==> src/logic/lsw_pkg.sv <==
// shared constants and types for the lane swing and termination control block
package lsw_pkg;

  // four-level pin codes as resolved by the pad comparators
  localparam logic [1:0] LVL_LOW = 2'h0;
  localparam logic [1:0] LVL_DIV = 2'h1;
  localparam logic [1:0] LVL_FLOAT = 2'h2;
  localparam logic [1:0] LVL_HIGH = 2'h3;

  // lane index layout of the six receive lanes
  localparam int LANES = 6;
  localparam logic [5:0] LANES_ALL = 6'h3F;
  localparam logic [5:0] LANES_AUTO_B = 6'h3C;
  localparam logic [5:0] LANES_AUTO_A = 6'h33;

  // timing
  localparam int CLK_PERIOD_NS = 50;
  localparam int POLL_TIME_MS = 12;
  localparam int POLL_CNT_W = 18;
  localparam logic [POLL_CNT_W-1:0] POLL_CYCLES = POLL_CNT_W'(POLL_TIME_MS * 1000000 / CLK_PERIOD_NS);
  localparam int SETTLE_TIME_NS = 1000;
  localparam int SETTLE_CNT_W = 5;
  localparam logic [SETTLE_CNT_W-1:0] SETTLE_CYCLES =
    SETTLE_CNT_W'((SETTLE_TIME_NS + CLK_PERIOD_NS - 1) / CLK_PERIOD_NS);

  // register byte offsets
  localparam logic [7:0] REG_CTRL = 8'h00;
  localparam logic [7:0] REG_STATUS = 8'h04;
  localparam logic [7:0] REG_SWING = 8'h08;

  // control fields and reset value
  localparam int CTRL_POLL_RUN_BIT = 0;
  localparam int CTRL_RESCAN_BIT = 1;
  localparam logic CTRL_POLL_RUN_RST = 1'b1;

  // status fields
  localparam int STAT_DET_LSB = 0;
  localparam int STAT_TERM_LSB = 8;
  localparam int STAT_MODE_LSB = 16;
  localparam int STAT_LOWPWR_BIT = 20;

  // swing register fields
  localparam int SWG_HOST_SET_LSB = 0;
  localparam int SWG_SWITCH_SET_LSB = 4;
  localparam int SWG_HOST_DEEMPH_LSB = 8;
  localparam int SWG_SWITCH_DEEMPH_LSB = 16;

  // swing in mV and de-emphasis in tenths of dB, by setting index {hi,lo}
  localparam logic [10:0] SWING_MV_TBL [16] = '{
    11'h258, 11'h320, 11'h320, 11'h384, 11'h384, 11'h384, 11'h3E8, 11'h3E8,
    11'h3E8, 11'h44C, 11'h44C, 11'h44C, 11'h4B0, 11'h4B0, 11'h4B0, 11'h4B0};
  localparam logic [6:0] DEEMPH_TBL [16] = '{
    7'h00, 7'h00, 7'h23, 7'h00, 7'h23, 7'h3C, 7'h00, 7'h23,
    7'h3C, 7'h00, 7'h23, 7'h3C, 7'h00, 7'h23, 7'h3C, 7'h5A};
  localparam logic [10:0] SWING_MAX_MV = 11'h4B0;
  localparam logic [6:0] DEEMPH_MAX = 7'h5A;

  typedef enum logic [2:0] {
    MODE_LOW_POWER,
    MODE_MANUAL_MUX,
    MODE_RESERVED,
    MODE_AUTO_B,
    MODE_AUTO_A,
    MODE_FANOUT
  } lsw_mode_t;

  typedef enum logic {
    ST_IDLE,
    ST_SETTLE
  } lsw_poll_st_t;

endpackage

==> src/logic/lsw_swing_dec.sv <==
// swing and de-emphasis decode for one output side
`timescale 1ns/1ns
module lsw_swing_dec (
  // clock and reset
  input wire logic clk,
  input wire logic sys_rst,
  // synchronised level codes of the pin pair
  input wire logic [1:0] pin_hi,
  input wire logic [1:0] pin_lo,
  // decoded setting
  output logic [3:0] setting_q,
  output logic [10:0] swing_mv_q,
  output logic [6:0] deemph_q
);

  logic [3:0] idx;

  assign idx = {pin_hi, pin_lo};

  always_ff @(posedge clk) begin
    if (sys_rst) begin
      setting_q <= 4'h0;
      swing_mv_q <= lsw_pkg::SWING_MV_TBL[0];
      deemph_q <= lsw_pkg::DEEMPH_TBL[0];
    end else begin
      setting_q <= idx;
      swing_mv_q <= lsw_pkg::SWING_MV_TBL[idx];
      deemph_q <= lsw_pkg::DEEMPH_TBL[idx];
    end
  end
endmodule // lsw_swing_dec

==> src/logic/lsw_ctrl.sv <==
// pin-mode swing decode and input termination control with receiver-detect polling
//
// Behaviour
// - each side's pin pair decodes to one of sixteen swing and de-emphasis settings
// - host side and switch side take settings from their own pin pairs
// - reset pin high gives low power with every termination high impedance
// - path pin low gives manual mux with all terminations on
// - path pin high gives manual fanout with all terminations on
// - auto with select low or divider: side A high-Z, detect on B and host
// - auto with select float or high: side B high-Z, detect on A and host
// - auto mode probes undetected lanes every 12 ms until found
// - undetected auto lanes keep termination high impedance
// - a detected auto lane switches termination on
//
// The implementer's own choices: the strobed register port and the register addresses.
`timescale 1ns/1ns
module lsw_ctrl #(
  parameter logic [lsw_pkg::POLL_CNT_W-1:0] POLL_CYCLES = lsw_pkg::POLL_CYCLES
) (
  // clock and reset
  input wire logic clk,
  input wire logic sys_rst,
  // strap pins, level codes from the pad comparators
  input wire logic powerdown_pin,
  input wire logic [1:0] path_mode_pin,
  input wire logic [1:0] source_pick_pin_first,
  input wire logic [1:0] source_pick_pin_second,
  input wire logic [1:0] host_side_swing_pin_hi,
  input wire logic [1:0] host_side_swing_pin_lo,
  input wire logic [1:0] switch_side_swing_pin_hi,
  input wire logic [1:0] switch_side_swing_pin_lo,
  // receiver detect, lanes a0 a1 b0 b1 host0 host1
  input wire logic [5:0] rx_present,
  output logic [5:0] probe_req_q,
  // termination and mode
  output logic [5:0] term_on_q,
  output logic low_power_q,
  output logic [2:0] mode_code,
  // host side output setting
  output logic [3:0] host_setting_q,
  output logic [10:0] host_output_swing_level_q,
  output logic [6:0] host_deemph_level_q,
  // switch side output setting
  output logic [3:0] switch_setting_q,
  output logic [10:0] switch_output_swing_level_q,
  output logic [6:0] switch_deemph_level_q,
  // register port
  input wire logic [7:0] reg_addr,
  input wire logic [31:0] reg_wdata,
  input wire logic reg_wr,
  input wire logic reg_rd,
  output logic [31:0] reg_rdata_q
);

  localparam int PIN_W = 21;
  // the reset pin reads as asserted until the first real sample, so release never flashes terminations on
  localparam logic [PIN_W-1:0] PIN_RST = {1'b1, 20'h0_0000};
  localparam logic [lsw_pkg::POLL_CNT_W-1:0] POLL_LAST = POLL_CYCLES - 18'h1;
  localparam logic [lsw_pkg::SETTLE_CNT_W-1:0] SETTLE_LAST = lsw_pkg::SETTLE_CYCLES - 5'h1;

  logic [PIN_W-1:0] pin_raw;
  logic [PIN_W-1:0] pin_meta_q;
  logic [PIN_W-1:0] pin_sync_q;
  logic pd_s;
  logic [1:0] path_s;
  logic [1:0] source_pick_pin_second_s;
  logic [1:0] sel2_s;
  logic [1:0] hs_hi_s;
  logic [1:0] hs_lo_s;
  logic [1:0] sw_hi_s;
  logic [1:0] sw_lo_s;
  logic [5:0] rx_s;
  lsw_pkg::lsw_mode_t mode_d;
  lsw_pkg::lsw_mode_t mode_q;
  logic mode_chg;
  logic is_auto;
  logic [5:0] auto_mask;
  logic poll_run_q;
  logic rescan_wr;
  logic restart;
  logic [lsw_pkg::POLL_CNT_W-1:0] poll_cnt_q;
  logic tick;
  logic [5:0] pending;
  lsw_pkg::lsw_poll_st_t st_q;
  logic [lsw_pkg::SETTLE_CNT_W-1:0] settle_cnt_q;
  logic [5:0] probed_q;
  logic sample;
  logic [5:0] det_q;
  logic [31:0] rd_val;

  // mode from reset pin, path pin and first select pin
  function automatic lsw_pkg::lsw_mode_t decode_mode(input logic pd, input logic [1:0] path,
                                                      input logic [1:0] sel);
    if (pd) begin
      decode_mode = lsw_pkg::MODE_LOW_POWER;
    end else begin
      case (path)
        lsw_pkg::LVL_LOW: decode_mode = lsw_pkg::MODE_MANUAL_MUX;
        lsw_pkg::LVL_DIV: decode_mode = lsw_pkg::MODE_RESERVED;
        lsw_pkg::LVL_HIGH: decode_mode = lsw_pkg::MODE_FANOUT;
        default: begin
          if (sel == lsw_pkg::LVL_LOW || sel == lsw_pkg::LVL_DIV) begin
            decode_mode = lsw_pkg::MODE_AUTO_B;
          end else begin
            decode_mode = lsw_pkg::MODE_AUTO_A;
          end
        end
      endcase
    end
  endfunction

  // lanes that run receiver detection in a mode
  function automatic logic [5:0] lane_mask(input lsw_pkg::lsw_mode_t m);
    case (m)
      lsw_pkg::MODE_AUTO_B: lane_mask = lsw_pkg::LANES_AUTO_B;
      lsw_pkg::MODE_AUTO_A: lane_mask = lsw_pkg::LANES_AUTO_A;
      default: lane_mask = 6'h00;
    endcase
  endfunction

  // every pin code passes two flops
  assign pin_raw = {powerdown_pin, path_mode_pin, source_pick_pin_first, source_pick_pin_second,
                    host_side_swing_pin_hi, host_side_swing_pin_lo, switch_side_swing_pin_hi,
                    switch_side_swing_pin_lo, rx_present};

  // a level code may show one mixed value while a strap moves; it settles a cycle later
  always_ff @(posedge clk) begin
    if (sys_rst) begin
      pin_meta_q <= PIN_RST;
      pin_sync_q <= PIN_RST;
    end else begin
      pin_meta_q <= pin_raw;
      pin_sync_q <= pin_meta_q;
    end
  end

  assign {pd_s, path_s, source_pick_pin_second_s, sel2_s, hs_hi_s, hs_lo_s, sw_hi_s, sw_lo_s, rx_s} = pin_sync_q;

  lsw_swing_dec u_host_dec (
    .clk(clk),
    .sys_rst(sys_rst),
    .pin_hi(hs_hi_s),
    .pin_lo(hs_lo_s),
    .setting_q(host_setting_q),
    .swing_mv_q(host_output_swing_level_q),
    .deemph_q(host_deemph_level_q)
  );

  lsw_swing_dec u_switch_dec (
    .clk(clk),
    .sys_rst(sys_rst),
    .pin_hi(sw_hi_s),
    .pin_lo(sw_lo_s),
    .setting_q(switch_setting_q),
    .swing_mv_q(switch_output_swing_level_q),
    .deemph_q(switch_deemph_level_q)
  );

  // divider level on the path pin lands in the reserved mode
  assign mode_d = decode_mode(pd_s, path_s, source_pick_pin_second_s);
  assign mode_chg = (mode_d != mode_q);
  assign is_auto = (mode_q == lsw_pkg::MODE_AUTO_A) || (mode_q == lsw_pkg::MODE_AUTO_B);
  assign auto_mask = lane_mask(mode_q);
  assign mode_code = mode_q;

  always_ff @(posedge clk) begin
    if (sys_rst) begin
      mode_q <= lsw_pkg::MODE_LOW_POWER;
    end else begin
      mode_q <= mode_d;
    end
  end

  // register writes
  assign rescan_wr = reg_wr && reg_addr == lsw_pkg::REG_CTRL && reg_wdata[lsw_pkg::CTRL_RESCAN_BIT];

  always_ff @(posedge clk) begin
    if (sys_rst) begin
      poll_run_q <= lsw_pkg::CTRL_POLL_RUN_RST;
    end else if (reg_wr && reg_addr == lsw_pkg::REG_CTRL) begin
      poll_run_q <= reg_wdata[lsw_pkg::CTRL_POLL_RUN_BIT];
    end
  end

  // timer restarts on any mode change
  assign restart = mode_chg || rescan_wr;

  always_ff @(posedge clk) begin
    if (sys_rst || restart || !is_auto || !poll_run_q || poll_cnt_q == POLL_LAST) begin
      poll_cnt_q <= '0;
    end else begin
      poll_cnt_q <= poll_cnt_q + 18'h1;
    end
  end

  assign tick = is_auto && poll_run_q && !restart && poll_cnt_q == POLL_LAST;
  assign pending = auto_mask & ~det_q;

  always_ff @(posedge clk) begin
    if (sys_rst) begin
      probe_req_q <= 6'h00;
    end else begin
      probe_req_q <= tick ? pending : 6'h00;
    end
  end

  always_ff @(posedge clk) begin
    if (sys_rst || restart) begin
      st_q <= lsw_pkg::ST_IDLE;
      settle_cnt_q <= '0;
      probed_q <= 6'h00;
    end else begin
      case (st_q)
        lsw_pkg::ST_IDLE: begin
          settle_cnt_q <= '0;
          if (tick && pending != 6'h00) begin
            probed_q <= pending;
            st_q <= lsw_pkg::ST_SETTLE;
          end
        end
        lsw_pkg::ST_SETTLE: begin
          settle_cnt_q <= settle_cnt_q + 5'h1;
          if (settle_cnt_q == SETTLE_LAST) begin
            st_q <= lsw_pkg::ST_IDLE;
          end
        end
        default: st_q <= lsw_pkg::ST_IDLE;
      endcase
    end
  end

  assign sample = st_q == lsw_pkg::ST_SETTLE && settle_cnt_q == SETTLE_LAST;

  // mode change clears detection; a sample beats a software rescan
  always_ff @(posedge clk) begin
    if (sys_rst || mode_chg) begin
      det_q <= 6'h00;
    end else begin
      det_q <= (rescan_wr ? 6'h00 : det_q) | (sample ? (probed_q & rx_s) : 6'h00);
    end
  end

  always_ff @(posedge clk) begin
    if (sys_rst) begin
      term_on_q <= 6'h00;
      low_power_q <= 1'b1;
    end else begin
      low_power_q <= mode_q == lsw_pkg::MODE_LOW_POWER;
      case (mode_q)
        lsw_pkg::MODE_MANUAL_MUX: term_on_q <= lsw_pkg::LANES_ALL;
        lsw_pkg::MODE_FANOUT: term_on_q <= lsw_pkg::LANES_ALL;
        lsw_pkg::MODE_AUTO_A: term_on_q <= det_q & auto_mask;
        lsw_pkg::MODE_AUTO_B: term_on_q <= det_q & auto_mask;
        default: term_on_q <= 6'h00;
      endcase
    end
  end

  // register reads, data valid only in the cycle after the strobe
  always_comb begin
    rd_val = 32'h0000_0000;
    case (reg_addr)
      lsw_pkg::REG_CTRL: rd_val[lsw_pkg::CTRL_POLL_RUN_BIT] = poll_run_q;
      lsw_pkg::REG_STATUS: begin
        rd_val[lsw_pkg::STAT_DET_LSB +: 6] = det_q;
        rd_val[lsw_pkg::STAT_TERM_LSB +: 6] = term_on_q;
        rd_val[lsw_pkg::STAT_MODE_LSB +: 3] = mode_q;
        rd_val[lsw_pkg::STAT_LOWPWR_BIT] = low_power_q;
      end
      lsw_pkg::REG_SWING: begin
        rd_val[lsw_pkg::SWG_HOST_SET_LSB +: 4] = host_setting_q;
        rd_val[lsw_pkg::SWG_SWITCH_SET_LSB +: 4] = switch_setting_q;
        rd_val[lsw_pkg::SWG_HOST_DEEMPH_LSB +: 7] = host_deemph_level_q;
        rd_val[lsw_pkg::SWG_SWITCH_DEEMPH_LSB +: 7] = switch_deemph_level_q;
      end
      default: rd_val = 32'h0000_0000;
    endcase
  end

  always_ff @(posedge clk) begin
    if (sys_rst) begin
      reg_rdata_q <= 32'h0000_0000;
    end else begin
      reg_rdata_q <= reg_rd ? rd_val : 32'h0000_0000;
    end
  end

  // checking helpers: cycles since last poll tick
  logic [lsw_pkg::POLL_CNT_W-1:0] gap_cnt_q;
  logic gap_vld_q;

  always_ff @(posedge clk) begin
    if (sys_rst || restart || !is_auto || !poll_run_q) begin
      gap_cnt_q <= '0;
      gap_vld_q <= 1'b0;
    end else if (tick) begin
      gap_cnt_q <= '0;
      gap_vld_q <= 1'b1;
    end else begin
      gap_cnt_q <= gap_cnt_q + 18'h1;
    end
  end
endmodule // lsw_ctrl

==> config.mk <==
export PLATFORM = sky130hd
export DESIGN_NAME = lsw_ctrl
export DESIGN_NICKNAME = d
export VERILOG_FILES = /design/src/logic/lsw_pkg.sv /design/src/logic/lsw_swing_dec.sv /design/src/logic/lsw_ctrl.sv
export SDC_FILE = /design/constraint.sdc
export NUM_CORES = 1
export LEC_CHECK = 0
export BUFFER_PORTS_ARGS = -buffer_cell sky130_fd_sc_hd__buf_2
export CAP_MARGIN = 20
export CORE_ASPECT_RATIO = 1.5
export CORE_MARGIN = 4
export CORE_UTILIZATION = 56
export CTS_BUF_LIST = sky130_fd_sc_hd__clkbuf_4 sky130_fd_sc_hd__clkbuf_8 sky130_fd_sc_hd__clkbuf_16
export DETAILED_ROUTE_END_ITERATION = 8
export PLACE_DENSITY = 0.94
export SKIP_CTS_REPAIR_TIMING = 1
export SYNTH_ARGS = -nofsm -noshare
export SYNTH_HDL_FRONTEND = slang
export SYNTH_HIERARCHICAL = 1
export SYNTH_SLANG_ARGS = --single-unit
==> constraint.sdc <==
create_clock -name clk -period 5.4 [get_ports clk]
set_input_delay 0.27 -clock clk [delete_from_list [all_inputs] [get_ports clk]]
set_output_delay 0.27 -clock clk [all_outputs]
set_load 0.02 [all_outputs]
==> metrics.md, run 1 <==
| Metric | Value |
|---|---|
| Status | `complete, no violations` |
| Worst endpoint required time | `5.73 ns` |
| WL/cell | `15.7 um` |
| Post-synth EDFFs | `0` |
| Area share of the largest cell type after synthesis | `0.524` |
| Crit path DAT | `2.84 ns` |
| CTS max path bufs | `2` |
| Max-slew violations | `0` |
| Register area share after synthesis | `0.524` |
| ANT cells | `0` |
| First-pass iteration count of the detailed router | `5` |
| Startpoint Class | `flop` |
| Final hold violations | `0` |
| Reg2reg start | `mode_code[2]` |
| Detail-routed via count per cell | `5.52` |
| Distinct cells, synth | `54` |
| Syn_area_per_cell | `9.80 um^2` |
| Core area | `9740 um^2` |
| RePlAce Congestion | `0.890` |
| R2r worst-path depth | `5` |
| # DRC | `0` |
| Hold WC Path Type | `input port to flop` |
| Synth Instances | `573` |
| Post-DP HPWL | `8580 um` |
| Port bufs | `109` |
| Fin crit period | `2.52 ns` |
| Chip width | `89.8 um` |
| Max Cap Viol | `0` |
| P&R area growth vs syn | `21.0%` |
| Rel. slew slack | `0.406` |
| Via count | `4382` |
| Largest area contributor in the netlist | `dfxtp_1` |
| TritonCTS clock tree | `done` |
| Largest net degree at the start of global routing | `75` |
| PwrDens | `385 nW/um^2` |
| Die H | `131 um` |
| First-pass GRT wire length | `20100 um` |
| Worst r2r dst | `probed_q[0]` |
| Worst Setup Slack, final | `2.88 ns` |
| Later-pin clock latency in the skew report | `0.41 ns` |
| Starting DRT DRC Count | `462` |
| Slew @ Worst Pin | `0.885 ns` |
| Main flop type after synthesis | `dfxtp_1` |
| RSZ-0062 raised after global routing | `false` |
| CTS Root Cell | `clkbuf_16` |
| Period utilization | `0.466` |
| Ranking of synthesized cells by area | `dfxtp_1, nor2b_1, ha_1, a21oi_1, nor3_1` |
| CTS clock-pin slew for the worst setup and hold paths | `0.06 ns` |
| Setup violators final | `0` |
| Total CTS buffers | `17` |
| Synth async-reset ratio | `0` |
| LEAKAGE | `0.00287 uW` |
| Rows | `44` |
| Synth Cell Area | `5620 um^2` |
| Die footprint | `11700 um^2` |
| Routed Antenna Nets | `0` |
| CP startpoint | `mode_code[2]` |
| Syn. warnings | `6` |
| CP Capture Point | `probed_q[0]` |
| Cell with the most instances after synthesis | `dfxtp_1` |
| H-Tree Depth | `4` |
| CP max FO | `19` |
| CP Capture Type | `flop` |
| Post-route cell area | `6800 um^2` |
| Total negative slack | `0 ns` |
| Area post-placement | `6090 um^2` |
| Final Skew | `0.00635 ns` |
| WS Path Type | `flop to flop` |
| # fillers | `716` |
| Place WS | `2.98 ns` |
| Layout cells sized above 1 | `0.233` |
| Total GRT Usage | `0.214` |
| WL final | `12500 um` |
| GRT Residual Overflow | `0` |
| R2R Setup Slk | `2.88 ns` |
| Io pins | `157` |
| Number of global-route vias before repair | `4342` |
| FF+latch count, synth | `147` |
| Maximum vdd drop | `0.000220 V` |
| Antenna violations before repair | `0` |
| Initial core utilization | `0.577` |
| Post-layout nets | `750` |
| Synth top cells by count | `dfxtp_1, nor2b_1, nor2_1` |
| Fmax | `0.397 GHz` |
| Clock sink total | `147` |
[report_power, final]
| group | switching [uW] | leakage, uW | internal [uW] |
|---|---|---|---|
| Combinational | 77.6 | 0.00134 | 45.7 |
| Clock | 434 | 0.000333 | 930 |
| Sequential | 17.3 | 0.00120 | 1110 |
[per-layer routing]
metal,part of all wire,vias up,global-route usage
li1,-,2111,-
met3,0.083,34,0.0659
met4,0.037,0,0.116
met2,0.50,217,0.369
met5,0,-,0
met1,0.38,2020,0.239
[flip-flops by register name, summed over array words and instances, names as in the netlist]
signal / count
probe_req_q: 6
mode_code: 3
u_switch_dec/setting_q: 4
pin_meta_q: 18
reg_rdata_q: 22
settle_cnt_q: 5
low_power_q: 1
u_host_dec/setting_q: 4
pin_sync_q: 18
probed_q: 6
u_host_dec/swing_mv_q: 8
det_q: 6
poll_run_q: 1
u_switch_dec/swing_mv_q: 8
poll_cnt_q: 18
u_host_dec/deemph_q: 6
u_switch_dec/deemph_q: 6
st_q: 1
term_on_q: 6
[placed cells by master, fill, tap and decap left out, types with 3 or more instances in the layout]
cell type and instances:
xor2_1 9, and2_1 10, clkbuf_16 17, nand3_1 14
buf_2 109, nor2b_1 45, or2_2 5, nand2b_1 12
clkinvlp_4 3, conb_1 14, inv_1 17, nand4_1 9
or4_1 5, xnor2_1 13, o21ai_0 13, nor2_1 34
nor3b_1 4, nand2_1 23, nand3b_1 4, or3_1 4
nor4_1 6, a21oi_1 33, o22ai_1 8, ha_1 19
and3_1 3, nor3_1 31, a211oi_1 8, bufinv_16 7
dfxtp_1 147, mux2_2 4, a22o_1 15
[logic make-up (layout without fill, tap and decap cells)]
kind of cell,Yosys count,in the layout,synth area share
buffers and inverters,67,162,0.0610
flip-flops,147,147,0.524
AO/OA/AOI/OAI,87,87,0.100
other,3,14,0.00200
XOR/XNOR,22,22,0.0343
multiplexers,6,6,0.0116
AND/OR/NAND/NOR,222,222,0.225
adder cells (fa/ha/maj),19,19,0.0423
[area by class of cell]
cell class	instances	area, um^2	area share
Clock buffer	19	447	0.0657
Clock inverter	13	255	0.0376
Inverter	19	73.8	0.0109
Multi-Input combinational cell	370	2370	0.349
Sequential cell	147	2940	0.433
Tap cell	115	144	0.0212
Timing Repair Buffer	111	561	0.0825
[metrics by stage]
step | cells | total power, uW | utilization | hold WS (ns)
floorplan | 584 | 1240 | - | 0.368
global placement | 762 | 1270 | 0.625 | 0.396
detailed placement | 762 | 1270 | 0.625 | 0.414
CTS | 794 | 2630 | 0.697 | 0.0332
global route | 794 | 2690 | 0.697 | 0.0458
finish | 794 | 2610 | 0.697 | 0.0486
[worst min-delay path by stage]
stage	start	end	slack (ns)	cells after the start
after floorplan	sys_rst	u_host_dec/swing_mv_q[4]	0.37	2
after global placement	pin_meta_q[20]	pin_sync_q[20]	0.40	1
after detailed placement	pin_meta_q[20]	pin_sync_q[20]	0.41	1
after CTS	powerdown_pin	pin_meta_q[20]	0.03	2
after global routing	powerdown_pin	pin_meta_q[20]	0.05	2
final	powerdown_pin	pin_meta_q[20]	0.05	2
[critical path, stage by stage, from the launching register on]
cell and delay [ns]:
dfxtp_1 0.65, nor3b_1 0.46, o21ai_0 0.20, nand4b_4 0.34, or4_1 0.54, a211oi_1 0.24
Note: power is estimated with default switching activity, not from simulation.
==> run 2: changes to the inputs <==
--- a/config.mk
+++ b/config.mk
@@ -9,10 +9,10 @@
 export CAP_MARGIN = 20
 export CORE_ASPECT_RATIO = 1.5
 export CORE_MARGIN = 4
-export CORE_UTILIZATION = 56
+export CORE_UTILIZATION = 52
 export CTS_BUF_LIST = sky130_fd_sc_hd__clkbuf_4 sky130_fd_sc_hd__clkbuf_8 sky130_fd_sc_hd__clkbuf_16
 export DETAILED_ROUTE_END_ITERATION = 8
-export PLACE_DENSITY = 0.94
+export PLACE_DENSITY = 0.89
 export SKIP_CTS_REPAIR_TIMING = 1
 export SYNTH_ARGS = -nofsm -noshare
 export SYNTH_HDL_FRONTEND = slang
==> constraint.sdc (replaced) <==
create_clock -name clk -period 2.4 [get_ports clk]
set_input_delay 0.12 -clock clk [delete_from_list [all_inputs] [get_ports clk]]
set_output_delay 0.12 -clock clk [all_outputs]
set_load 0.02 [all_outputs]
==> metrics.md, run 2 (synthesis gave the netlist of run 1 again) <==
| Metric | Value |
|---|---|
| Status | `complete, no violations (unchanged)` |
| PwrDens | `769 nW/um^2 (was 385 nW/um^2)` |
| Post-layout nets | `780 (was 750)` |
| First-pass iteration count of the detailed router | `5 (unchanged)` |
| WL/cell | `15.0 um (was 15.7 um)` |
| Worst endpoint required time | `2.72 ns (was 5.73 ns)` |
| Via count | `4529 (was 4382)` |
| Chip width | `92.9 um (was 89.8 um)` |
| H-Tree Depth | `4 (unchanged)` |
| Starting DRT DRC Count | `272 (was 462)` |
| Largest Register | `reg_rdata_q (unchanged)` |
| Port bufs | `109 (unchanged)` |
| WL final | `12800 um (was 12500 um)` |
| Total CTS buffers | `17 (unchanged)` |
| Total negative slack | `0 ns (unchanged)` |
| Max Cap Viol | `0 (unchanged)` |
| Setup violators final | `0 (unchanged)` |
| First-pass GRT wire length | `20100 um (about the same)` |
| LEAKAGE | `0.00294 uW (was 0.00287 uW)` |
| Die footprint | `12600 um^2 (was 11700 um^2)` |
| Largest net degree at the start of global routing | `73 (was 75)` |
| Crit path DAT | `2.53 ns (was 2.84 ns)` |
| Met3 Use GR | `0.0561 (was 0.0659)` |
| R2r worst-path depth | `5 (unchanged)` |
| Number of global-route vias before repair | `4309 (was 4342)` |
| Commonest non-fill, non-tap cell in the layout | `dfxtp_1 (unchanged)` |
| Hold Path Stages | `4 (was 2)` |
| Rows | `46 (was 44)` |
| Post-DP HPWL | `8870 um (was 8580 um)` |
| Hold WC Path Type | `input port to flop (unchanged)` |
| CTS clock-pin slew for the worst setup and hold paths | `0.06 ns (about the same)` |
| Min Hold Slack | `0.0694 ns (was 0.0486 ns)` |
| Initial core utilization | `0.530 (was 0.577)` |
| Most frequent cells in the layout | `dfxtp_1, buf_2, nor2b_1, nor2_1, a21oi_1 (unchanged)` |
| Slew @ Worst Pin | `0.921 ns (was 0.885 ns)` |
| Final Skew | `0.00860 ns (was 0.00635 ns)` |
| Core area | `10600 um^2 (was 9740 um^2)` |
| Fin crit period | `2.21 ns (was 2.52 ns)` |
| Layout cells sized above 1 | `0.238 (was 0.233)` |
| Max-slew violations | `0 (unchanged)` |
| Die H | `135 um (was 131 um)` |
| Core Util, Final | `0.659 (was 0.697)` |
| Total GRT Usage | `0.202 (was 0.214)` |
| Final hold violations | `0 (unchanged)` |
| Detail-routed via count per cell | `5.31 (was 5.52)` |
| CTS max path bufs | `2 (unchanged)` |
| Rel. slew slack | `0.380 (was 0.406)` |
| Met2 Use GR | `0.359 (was 0.369)` |
| Io pins | `157 (unchanged)` |
| Max reg flops | `22 (unchanged)` |
| Place WS | `0.0349 ns (was 2.98 ns)` |
| GRT busiest layer | `met2 (unchanged)` |
| GRT Residual Overflow | `0 (unchanged)` |
| Fmax | `0.452 GHz (was 0.397 GHz)` |
| CP max FO | `14 (was 19)` |
| Antenna violations before repair | `0 (unchanged)` |
| Clock sink total | `147 (unchanged)` |
| Later-pin clock latency in the skew report | `0.41 ns (about the same)` |
| RePlAce Congestion | `0.889 (was 0.890)` |
| Maximum vdd drop | `0.000487 V (was 0.000220 V)` |
| TritonCTS clock tree | `done (unchanged)` |
| Routed Antenna Nets | `0 (unchanged)` |
| # DRC | `0 (unchanged)` |
| ANT cells | `0 (unchanged)` |
| CTS Root Cell | `clkbuf_16 (unchanged)` |
| CP Capture Type | `flop (unchanged)` |
| P&R area growth vs syn | `24.3% (was 21.0%)` |
| Startpoint Class | `flop (unchanged)` |
| WS Path Type | `flop to flop (unchanged)` |
| RSZ-0062 raised after global routing | `false (unchanged)` |
| Period utilization | `0.922 (was 0.466)` |
| Worst Setup Slack, final | `0.188 ns (was 2.88 ns)` |
| Met1 Usage GRT | `0.218 (was 0.239)` |
-- run 2: cell types whose count changed in the layout (fill, tap and decap cells not counted) --
cell | before | now
buf_4 | 2 | 13
dlygate4sd3_1 | 0 | 19
bufinv_16 | 7 | 1
clkinv_2 | 1 | 0
clkinvlp_4 | 3 | 5
inv_6 | 0 | 5
clkbuf_8 | 1 | 2
clkinv_4 | 2 | 1
-- run 2: final timing paths --
kind | start | end | slack [ns]
worst max-delay path | poll_cnt_q[12] | probed_q[0] | 0.19
worst min-delay path | reg_wr | poll_run_q | 0.07
worst max register to register | poll_cnt_q[12] | probed_q[0] | 0.19
worst min register to register | pin_meta_q[20] | pin_sync_q[20] | 0.41
-- run 2: metrics by stage --
step | total power (uW) | instances | area [um^2]
after floorplan | 2790 | 584 | 5660
after global placement | 2850 | 798 | 6180
after detailed placement | 2860 | 798 | 6180
after CTS | 5390 | 830 | 6760
after global routing | 5560 | 853 | 6980
final | 5370 | 853 | 6980
-- run 2: critical path, cell delays in order (launching register included) --
cell and delay [ns]:
dfxtp_1 0.34, or4_4 0.55, nor4_4 0.23, nand4b_4 0.24, or4_1 0.52, a211oi_1 0.24
-- run 2: final cells by class --
class | instances | area [um^2]
clock buffer | 20 | 460
clock inverter | 12 | 120
fill | 856 | 3610
inverter | 19 | 73.8
multi-input combinational | 370 | 2370
sequential | 147 | 2940
tap | 144 | 180
timing repair buffer | 141 | 833
-- run 2: layer usage --
layer	wire length, um	part of all wire
met1	4810	0.38
met2	6640	0.52
met3	864	0.068
met4	458	0.036
met5	0	0
-- run 2: power by group --
| group | internal [uW] | leakage [uW] | total, uW | switching [uW] |
|---|---|---|---|---|
| sequential | 2500 | 0.00120 | 2530 | 37.3 |
| combinational | 124 | 0.00147 | 305 | 181 |
| clock | 1510 | 0.000270 | 2530 | 1020 |
| total | 4130 | 0.00294 | 5370 | 1240 |
